==> src/hdl/msm_pkg.sv <==
// constants, types and settings layout for the setup menu block
// assumes one 40 MHz clock and buttons already debounced upstream
package msm_pkg;

    localparam int unsigned CLK_HZ          = 40000000;
    localparam int unsigned ENTER_HOLD_MS   = 1000;
    localparam int unsigned EXIT_HOLD_MS    = 2000;
    localparam int unsigned ENTER_CYCLES    = CLK_HZ / 1000 * ENTER_HOLD_MS;
    localparam int unsigned EXIT_CYCLES     = CLK_HZ / 1000 * EXIT_HOLD_MS;
    localparam int unsigned CAL_SHOW_CYCLES = 4;

    // swr in tenths
    localparam logic [5:0] SWR_MIN   = 6'h0A;
    localparam logic [5:0] SWR_MAX   = 6'h32;
    localparam logic [5:0] SWR_RESET = 6'h23;

    localparam logic [2:0] THRESH_LAST  = 3'h4;
    localparam logic [2:0] THRESH_RESET = 3'h0;

    // option list last indices and reset indices (15 W, 100 W, 1500 W)
    localparam logic [3:0] LOW_LAST  = 4'h4;
    localparam logic [3:0] MID_LAST  = 4'h8;
    localparam logic [3:0] HIGH_LAST = 4'h9;
    localparam logic [3:0] LOW_RESET  = 4'h2;
    localparam logic [3:0] MID_RESET  = 4'h2;
    localparam logic [3:0] HIGH_RESET = 4'h4;

    localparam logic [4:0] WIDTH_MIN   = 5'h01;
    localparam logic [4:0] WIDTH_MAX   = 5'h14;
    localparam logic [4:0] WIDTH_RESET = 5'h0C;
    localparam logic [4:0] WIDTH_PEAK  = 5'h0D;

    localparam logic [4:0] AVG_MIN   = 5'h02;
    localparam logic [4:0] AVG_MAX   = 5'h18;
    localparam logic [4:0] AVG_RESET = 5'h08;

    // hold in quarter seconds
    localparam logic [4:0] HOLD_MIN   = 5'h01;
    localparam logic [4:0] HOLD_MAX   = 5'h14;
    localparam logic [4:0] HOLD_RESET = 5'h08;

    localparam logic [1:0] DECAY_MAX   = 2'h2;
    localparam logic [1:0] DECAY_RESET = 2'h1;
    localparam logic [7:0] SLOW_DECAY_TENTHS = 8'h1E;

    localparam logic [2:0] COUPLER_LAST  = 3'h5;
    localparam logic [2:0] COUPLER_RESET = 3'h0;
    localparam logic [2:0] COUPLER_5KW_A = 3'h1;
    localparam logic [2:0] COUPLER_5KW_B = 3'h3;
    localparam logic [2:0] COUPLER_10KW  = 3'h4;

    localparam logic [2:0] REST_LAST  = 3'h4;
    localparam logic [2:0] REST_HOLD  = 3'h4;
    localparam logic [2:0] REST_RESET = 3'h0;

    // scale factors in hundredths
    localparam logic [8:0] SCALE_1X  = 9'h064;
    localparam logic [8:0] SCALE_5KW = 9'h0A7;
    localparam logic [8:0] SCALE_10K = 9'h14D;

    typedef enum logic [12:0] {
        SCR_OPERATE = 13'h0001,
        SCR_REF     = 13'h0002,
        SCR_ALARM   = 13'h0004,
        SCR_THRESH  = 13'h0008,
        SCR_RANGE   = 13'h0010,
        SCR_WIDTH   = 13'h0020,
        SCR_AVG     = 13'h0040,
        SCR_HOLD    = 13'h0080,
        SCR_DECAY   = 13'h0100,
        SCR_COUPLER = 13'h0200,
        SCR_REST    = 13'h0400,
        SCR_LOWER   = 13'h0800,
        SCR_CAL     = 13'h1000
    } msm_screen_type;

    typedef struct packed {
        logic mode;
        logic step_down_button;
        logic up;
    } msm_buttons_type;

    typedef struct packed {
        logic [5:0] swr_setpoint;
        logic [2:0] alarm_power_threshold;
        logic       power_net;
        logic       temp_celsius;
        logic [4:0] avg_samples;
        logic [4:0] hold_quarters;
        logic [1:0] decay;
        logic [2:0] coupler;
        logic [2:0] rest_style;
        logic       lower_reflected;
    } msm_settings_type;

    typedef struct packed {
        logic [15:0] max_watts;
        logic [15:0] span_watts;
        logic [4:0]  width_db;
        logic [1:0]  scale_sel;
    } msm_bargraph_type;

endpackage : msm_pkg

==> src/hdl/msm_menu.sv <==
// setup menu state and stored display/alarm settings
// assumes buttons are raw pins; synchronised and edge-detected here
`timescale 1ns/10ps

module msm_menu
    import msm_pkg::*;
#(
    parameter int unsigned ENTER_HOLD = ENTER_CYCLES,
    parameter int unsigned EXIT_HOLD  = EXIT_CYCLES
) (
    // clock and reset
    input  wire logic             clk_in,
    input  wire logic             reset_in,
    // front panel
    input  wire msm_buttons_type  buttons_in,
    input  wire logic             peak_mode_in,
    input  wire logic             transmitting_in,
    input  wire logic [7:0]       swr_live_in,
    // menu status
    output msm_screen_type        screen_out,
    output logic                  cpu_reset_out,
    output msm_settings_type      settings_out,
    output msm_bargraph_type      bargraph_out,
    output logic                  attack_fast_out,
    output logic [7:0]            swr_rest_out,
    output logic                  swr_rest_valid_out
);

    ////////////////////////////////////////////////////////////////////
    // synchronise and detect presses
    msm_buttons_type sync1_reg;
    msm_buttons_type sync2_reg;
    msm_buttons_type prev_reg;
    logic            tx_sync1_reg;
    logic            tx_sync2_reg;
    logic            tx_prev_reg;
    logic            dn_press;
    logic            up_press;
    logic            mode_release;
    logic            tx_start;

    always_ff @(posedge clk_in) begin
        if (reset_in) begin
            sync1_reg    <= '0;
            sync2_reg    <= '0;
            prev_reg     <= '0;
            tx_sync1_reg <= 1'b0;
            tx_sync2_reg <= 1'b0;
            tx_prev_reg  <= 1'b0;
        end else begin
            sync1_reg    <= buttons_in;
            sync2_reg    <= sync1_reg;
            prev_reg     <= sync2_reg;
            tx_sync1_reg <= transmitting_in;
            tx_sync2_reg <= tx_sync1_reg;
            tx_prev_reg  <= tx_sync2_reg;
        end
    end

    assign dn_press     = sync2_reg.step_down_button & ~prev_reg.step_down_button;
    assign up_press     = sync2_reg.up & ~prev_reg.up;
    assign mode_release = ~sync2_reg.mode & prev_reg.mode;
    assign tx_start     = tx_sync2_reg & ~tx_prev_reg;

    ////////////////////////////////////////////////////////////////////
    // mode hold timer; counts one press, fires once per hold
    logic [26:0] hold_reg;
    logic        hold_fired_reg;
    logic        enter_hit;
    logic        exit_hit;

    assign enter_hit = sync2_reg.mode && !hold_fired_reg && hold_reg == 27'(ENTER_HOLD - 1);
    assign exit_hit  = sync2_reg.mode && !hold_fired_reg && hold_reg == 27'(EXIT_HOLD - 1);

    always_ff @(posedge clk_in) begin
        if (reset_in) begin
            hold_reg       <= '0;
            hold_fired_reg <= 1'b0;
        end else if (!sync2_reg.mode) begin
            hold_reg       <= '0;
            hold_fired_reg <= 1'b0;
        end else begin
            hold_reg <= hold_reg + 27'h0000001;
            if ((screen_out == SCR_OPERATE && enter_hit) || (screen_out != SCR_OPERATE && exit_hit))
                hold_fired_reg <= 1'b1;
        end
    end

    ////////////////////////////////////////////////////////////////////
    // screen sequencing
    logic [2:0] cal_cnt_reg;

    always_ff @(posedge clk_in) begin
        if (reset_in) begin
            screen_out  <= SCR_OPERATE;
            cal_cnt_reg <= '0;
        end else begin
            case (screen_out)
                SCR_OPERATE: if (enter_hit) screen_out <= SCR_REF;
                SCR_CAL: begin
                    // brief pass through calibration on the way out
                    cal_cnt_reg <= cal_cnt_reg + 3'h1;
                    if (cal_cnt_reg == 3'(CAL_SHOW_CYCLES - 1)) begin
                        screen_out  <= SCR_OPERATE;
                        cal_cnt_reg <= '0;
                    end
                end
                default: begin
                    if (exit_hit) begin
                        screen_out <= SCR_CAL;
                    end else if (mode_release && !hold_fired_reg) begin
                        // a short tap steps to the next screen
                        case (screen_out)
                            SCR_REF:     screen_out <= SCR_ALARM;
                            SCR_ALARM:   screen_out <= SCR_THRESH;
                            SCR_THRESH:  screen_out <= SCR_RANGE;
                            SCR_RANGE:   screen_out <= SCR_WIDTH;
                            SCR_WIDTH:   screen_out <= SCR_AVG;
                            SCR_AVG:     screen_out <= SCR_HOLD;
                            SCR_HOLD:    screen_out <= SCR_DECAY;
                            SCR_DECAY:   screen_out <= SCR_COUPLER;
                            SCR_COUPLER: screen_out <= SCR_REST;
                            SCR_REST:    screen_out <= SCR_LOWER;
                            default:     screen_out <= SCR_REF;
                        endcase
                    end
                end
            endcase
        end
    end

    ////////////////////////////////////////////////////////////////////
    // processor reset pulse
    always_ff @(posedge clk_in) begin
        if (reset_in)
            cpu_reset_out <= 1'b0;
        else
            cpu_reset_out <= (screen_out == SCR_REF) && dn_press;
    end

    ////////////////////////////////////////////////////////////////////
    // settings edits
    logic [3:0] low_idx_reg;
    logic [3:0] mid_idx_reg;
    logic [3:0] high_idx_reg;
    logic [1:0] scale_sel_reg;
    logic [4:0] width_reg;

    always_ff @(posedge clk_in) begin
        if (reset_in) begin
            settings_out.swr_setpoint          <= SWR_RESET;
            settings_out.alarm_power_threshold <= THRESH_RESET;
            settings_out.power_net             <= 1'b1;
            settings_out.temp_celsius          <= 1'b0;
            settings_out.avg_samples           <= AVG_RESET;
            settings_out.hold_quarters         <= HOLD_RESET;
            settings_out.decay                 <= DECAY_RESET;
            settings_out.coupler               <= COUPLER_RESET;
            settings_out.rest_style            <= REST_RESET;
            settings_out.lower_reflected       <= 1'b0;
            low_idx_reg   <= LOW_RESET;
            mid_idx_reg   <= MID_RESET;
            high_idx_reg  <= HIGH_RESET;
            scale_sel_reg <= 2'h0;
            width_reg     <= WIDTH_RESET;
        end else begin
            case (screen_out)
                SCR_REF:
                    if (up_press) settings_out.temp_celsius <= ~settings_out.temp_celsius;
                SCR_ALARM: begin
                    if (dn_press && settings_out.swr_setpoint > SWR_MIN)
                        settings_out.swr_setpoint <= settings_out.swr_setpoint - 6'h01;
                    else if (up_press && settings_out.swr_setpoint < SWR_MAX)
                        settings_out.swr_setpoint <= settings_out.swr_setpoint + 6'h01;
                end
                SCR_THRESH: begin
                    if (dn_press)
                        settings_out.alarm_power_threshold <= (settings_out.alarm_power_threshold == THRESH_LAST)
                            ? 3'h0 : settings_out.alarm_power_threshold + 3'h1;
                    if (up_press) settings_out.power_net <= ~settings_out.power_net;
                end
                SCR_RANGE: begin
                    if (dn_press)
                        scale_sel_reg <= (scale_sel_reg == 2'h2) ? 2'h0 : scale_sel_reg + 2'h1;
                    if (up_press) begin
                        case (scale_sel_reg)
                            2'h0: low_idx_reg  <= (low_idx_reg == LOW_LAST) ? 4'h0 : low_idx_reg + 4'h1;
                            2'h1: mid_idx_reg  <= (mid_idx_reg == MID_LAST) ? 4'h0 : mid_idx_reg + 4'h1;
                            default: high_idx_reg <= (high_idx_reg == HIGH_LAST) ? 4'h0 : high_idx_reg + 4'h1;
                        endcase
                    end
                end
                SCR_WIDTH: begin
                    if (dn_press && width_reg > WIDTH_MIN)
                        width_reg <= width_reg - 5'h01;
                    else if (up_press && width_reg < WIDTH_MAX)
                        width_reg <= width_reg + 5'h01;
                end
                SCR_AVG: begin
                    if (dn_press && settings_out.avg_samples > AVG_MIN)
                        settings_out.avg_samples <= settings_out.avg_samples - 5'h01;
                    else if (up_press && settings_out.avg_samples < AVG_MAX)
                        settings_out.avg_samples <= settings_out.avg_samples + 5'h01;
                end
                SCR_HOLD: begin
                    if (dn_press && settings_out.hold_quarters > HOLD_MIN)
                        settings_out.hold_quarters <= settings_out.hold_quarters - 5'h01;
                    else if (up_press && settings_out.hold_quarters < HOLD_MAX)
                        settings_out.hold_quarters <= settings_out.hold_quarters + 5'h01;
                end
                SCR_DECAY: begin
                    if (dn_press && settings_out.decay != 2'h0)
                        settings_out.decay <= settings_out.decay - 2'h1;
                    else if (up_press && settings_out.decay != DECAY_MAX)
                        settings_out.decay <= settings_out.decay + 2'h1;
                end
                SCR_COUPLER: begin
                    if (dn_press)
                        settings_out.coupler <= (settings_out.coupler == 3'h0) ? COUPLER_LAST
                            : settings_out.coupler - 3'h1;
                    else if (up_press)
                        settings_out.coupler <= (settings_out.coupler == COUPLER_LAST) ? 3'h0
                            : settings_out.coupler + 3'h1;
                end
                SCR_REST: begin
                    if (dn_press)
                        settings_out.rest_style <= (settings_out.rest_style == 3'h0) ? REST_LAST
                            : settings_out.rest_style - 3'h1;
                    else if (up_press)
                        settings_out.rest_style <= (settings_out.rest_style == REST_LAST) ? 3'h0
                            : settings_out.rest_style + 3'h1;
                end
                SCR_LOWER:
                    if (dn_press || up_press)
                        settings_out.lower_reflected <= ~settings_out.lower_reflected;
                default: ;
            endcase
        end
    end

    ////////////////////////////////////////////////////////////////////
    // bargraph scale derivation
    function automatic logic [15:0] max_watts(input logic [1:0] sel, input logic [3:0] idx);
        logic [15:0] w;
        w = 16'h0000;
        case (sel)
            2'h0: w = 16'(5 * (int'(idx) + 1));
            2'h1: w = 16'(50 + 25 * int'(idx));
            default: w = (idx == HIGH_LAST) ? 16'h0BB8 : 16'(500 + 250 * int'(idx));
        endcase
        return w;
    endfunction : max_watts

    logic [3:0]  sel_idx;
    logic [8:0]  scale;
    logic [31:0] scaled;

    always_comb begin
        case (scale_sel_reg)
            2'h0:    sel_idx = low_idx_reg;
            2'h1:    sel_idx = mid_idx_reg;
            default: sel_idx = high_idx_reg;
        endcase
        case (settings_out.coupler)
            COUPLER_5KW_A, COUPLER_5KW_B: scale = SCALE_5KW;
            COUPLER_10KW:                 scale = SCALE_10K;
            default:                      scale = SCALE_1X;
        endcase
        scaled = 32'(max_watts(scale_sel_reg, sel_idx)) * 32'(scale) / 32'd100;
    end

    always_ff @(posedge clk_in) begin
        if (reset_in) begin
            bargraph_out    <= '0;
            attack_fast_out <= 1'b1;
        end else begin
            bargraph_out.max_watts  <= scaled[15:0];
            bargraph_out.span_watts <= scaled[15:0] + 16'(scaled / 32'd10);
            bargraph_out.width_db   <= peak_mode_in ? WIDTH_PEAK : width_reg;
            bargraph_out.scale_sel  <= scale_sel_reg;
            attack_fast_out         <= 1'b1;
        end
    end

    ////////////////////////////////////////////////////////////////////
    // resting swr; hold-last latch cleared when a new transmission starts
    always_ff @(posedge clk_in) begin
        if (reset_in) begin
            swr_rest_out       <= '0;
            swr_rest_valid_out <= 1'b0;
        end else if (tx_sync2_reg) begin
            swr_rest_out       <= swr_live_in;
            swr_rest_valid_out <= 1'b0;
            if (tx_start) swr_rest_out <= '0;
        end else begin
            swr_rest_valid_out <= (settings_out.rest_style == REST_HOLD);
        end
    end

endmodule : msm_menu

==> config.mk <==
export PLATFORM = sky130hd
export DESIGN_NAME = msm_menu
export DESIGN_NICKNAME = d
export VERILOG_FILES = /design/src/hdl/msm_pkg.sv /design/src/hdl/msm_menu.sv
export SDC_FILE = /design/constraint.sdc
export NUM_CORES = 1
export LEC_CHECK = 0
export ABC_CLOCK_PERIOD_IN_PS = 57500
export BUFFER_PORTS_ARGS = -buffer_cell sky130_fd_sc_hd__buf_2
export CAP_MARGIN = 10
export CORE_MARGIN = 5
export CORE_UTILIZATION = 45
export DETAILED_ROUTE_END_ITERATION = 12
export MAX_ROUTING_LAYER = met4
export PLACE_DENSITY = 0.61
export SLEW_MARGIN = 5
export SYNTH_ARGS = -nofsm -noshare
export SYNTH_HDL_FRONTEND = slang
export SYNTH_SLANG_ARGS = --single-unit
==> constraint.sdc <==
create_clock -name clk_in -period 57.5 [get_ports clk_in]
set_input_delay 2.875 -clock clk_in [delete_from_list [all_inputs] [get_ports clk_in]]
set_output_delay 2.875 -clock clk_in [all_outputs]
set_load 0.02 [all_outputs]
==> metrics.txt <==
cell mode on critical path=a21oi_1; Avg WL per Cell=around 16 µm; core area=38800 µm²; vias in the first global route=between 15000 and 20000; total power=0.243 mW; largest net degree at the start of global routing=64; Final min period=25470 ps; Hold Buf Count CTS=0; row cnt=72; unique cell type count in the Yosys netlist=123; Lkg Pwr=slightly above 8 nW; WL met2=roughly 22 mm; Post-synth ARST share=0; max-slew violations=0; Top Family by Delay on Critical Path=compound AO/OA/AOI/OAI gates; die width=209 µm; drt pass-1 iters=8; Post-CTS Setup Inserts=0; Buffers & Inverters on Critical Path=9; Final Setup Violations=0; DP Wirelength=36.5 mm; area grow syn2layout=8.45%; GRT overflow=0; via count=16600; CTS sink cnt=roughly 150; Post-Route M1 WL=about 22 mm; final hold violations=0; initial antenna violation count=0; fill count=about 3800; ant diodes=0; top_reg_cell synth=dfxtp_1; # port buffers=106; clk buf depth=2; Top Metal Used=met4; # H-tree levels=4; # nets final=2553; crit path kind=register to register; CP startpoint kind=register; cts repair resizes=0; Peak supply drop=0.0000171 V; ratio of cells with drive above 1 in the final layout=0.108; Final Instance Area=19300 µm²; synth warn=0; wirelength, routed=46.7 mm; clock latency on the worst-skew pair=460 ps; CP max stage delay=roughly 860 ps; Root Buffer=clkbuf_16; max reg flops=39; sequential area share after synthesis=0.174; die height=209 µm; P per Cell Area=12.6 nW/µm²; Routed Antenna Nets=0; setup_tns=0 ps; syn_area_per_cell=7.79 µm²; worst hold path type=register to register; worst-margin pin slew=roughly 1100 ps; CP max stage cell=dfxtp_1; Max Clock Freq=0.0393 GHz; initial core utilization=0.457; Final Cycle Share=0.443; Worst EP arrival=25790 ps; CTS tree=done; vias per cell=5.80; met3 wire length=2.09 mm; WHS=445 ps; Iter 0 DRT Violations=1279; all-layer global routing usage=0.216; RSZ-0062 raised after global routing=no; die area=43500 µm²; IO Count=about 110; Yosys reg bits=154; # Max-Cap Violations=0; Syn Inst Count=2278; cell area after synthesis=17800 µm²; Worst EP required=57820 ps; dpl cell area=18600 µm²; outcome=completed; clk slew on worst S/H paths=80 ps; Post-synth EDFFs=0; CP endpoint kind=register; CP max FO=23; Net Count, Synth=2503; first-pass GRT wire length=just under 80 mm; DR DRC count=0; max-slew headroom at the worst pin=0.239; clk_skew=9.28 ps; TritonCTS buffer count=17; Routability Congestion=0.931
final cells by class:
cell class / count / area (µm²) / area share
Clock inverter: 15 / 179 / 0.00929
Clock buffer: 17 / 425 / 0.0221
Sequential cell: 154 / 3080 / 0.160
Timing Repair Buffer: 123 / 661 / 0.0343
Tap cell: 518 / 648 / 0.0337
Multi-Input combinational cell: 1820 / 13400 / 0.698
Inverter: 212 / 811 / 0.0421
worst paths after layout:
| path | end | cells after the start | startpoint | slack, ps |
|---|---|---|---|---|
| max | bargraph_out[21] | 87 | scale_sel_reg[0] | 32030 |
| min | sync2_reg[0] | 1 | sync1_reg[0] | 440 |
| max reg2reg | bargraph_out[21] | 87 | scale_sel_reg[0] | 32030 |
| min reg2reg | sync2_reg[0] | 1 | sync1_reg[0] | 440 |
placed cells by master, fill, tap and decap left out, drive strengths merged, types with 45 or more instances in the layout:
cell type	synthesis	final
ha	135	135
inv	210	217
xnor2	101	101
fa	75	75
a21oi	150	150
nor2	278	278
nand3	74	74
nor3	54	54
nand2	150	150
buf	30	123
dfxtp	154	154
xor2	45	45
o21ai	100	100
logic make-up after synthesis:
group,count (synthesis),synth area share
simple gates,803,0.223
compound gates,613,0.254
buf+inv,304,0.0689
fa+ha+maj,217,0.184
flops,154,0.174
xor+xnor,146,0.0729
mux,39,0.0229
other cells,2,0.000423
synth_stat cells, drive strengths merged (16+ instances only):
| cell | count | area, µm² |
|---|---|---|
| nor3 | 54 | 302 |
| buf | 30 | 180 |
| o22ai | 16 | 100 |
| and3 | 23 | 144 |
| or3 | 27 | 174 |
| o211ai | 27 | 208 |
| o21ai | 100 | 512 |
| fa | 75 | 1500 |
| ha | 135 | 1690 |
| nor2b | 38 | 238 |
| nor2 | 278 | 1060 |
| and2 | 22 | 138 |
| clkbuf | 62 | 233 |
| mux2i | 32 | 324 |
| a21o | 28 | 210 |
| nand3 | 74 | 370 |
| xnor2 | 101 | 900 |
| nand2b | 30 | 188 |
| o31ai | 19 | 153 |
| nand4 | 18 | 128 |
| inv | 210 | 798 |
| dfxtp | 154 | 3080 |
| o21a | 24 | 180 |
| a211oi | 35 | 305 |
| xor2 | 45 | 394 |
| a21oi | 150 | 785 |
| nand2 | 150 | 563 |
| nor4 | 28 | 181 |
| a31oi | 26 | 163 |
power by group:
group	switching [mW]	total (mW)	leakage (nW)	internal, mW
clock	0.0543	0.116	0.290	0.0621
combinational	0.0122	0.0177	6.65	0.00555
sequential	0.00136	0.109	1.25	0.108
metal layers:
layer  track usage  up-vias
li1              -     8250
met1         0.284     7800
met2         0.356      468
met3        0.0196       68
met4        0.0646        0
met5             -        -
metrics by stage:
step | setup slack (ps) | instances | utilization
final | 32030 | 2859 | 0.496
after global routing | 29860 | 2859 | 0.496
after CTS | 32230 | 2859 | 0.496
after detailed placement | 32280 | 2827 | 0.480
after global placement | 33130 | 2827 | 0.480
after floorplan | 36290 | 2278 | -
No activity file was read; power rests on OpenSTA's default activity.
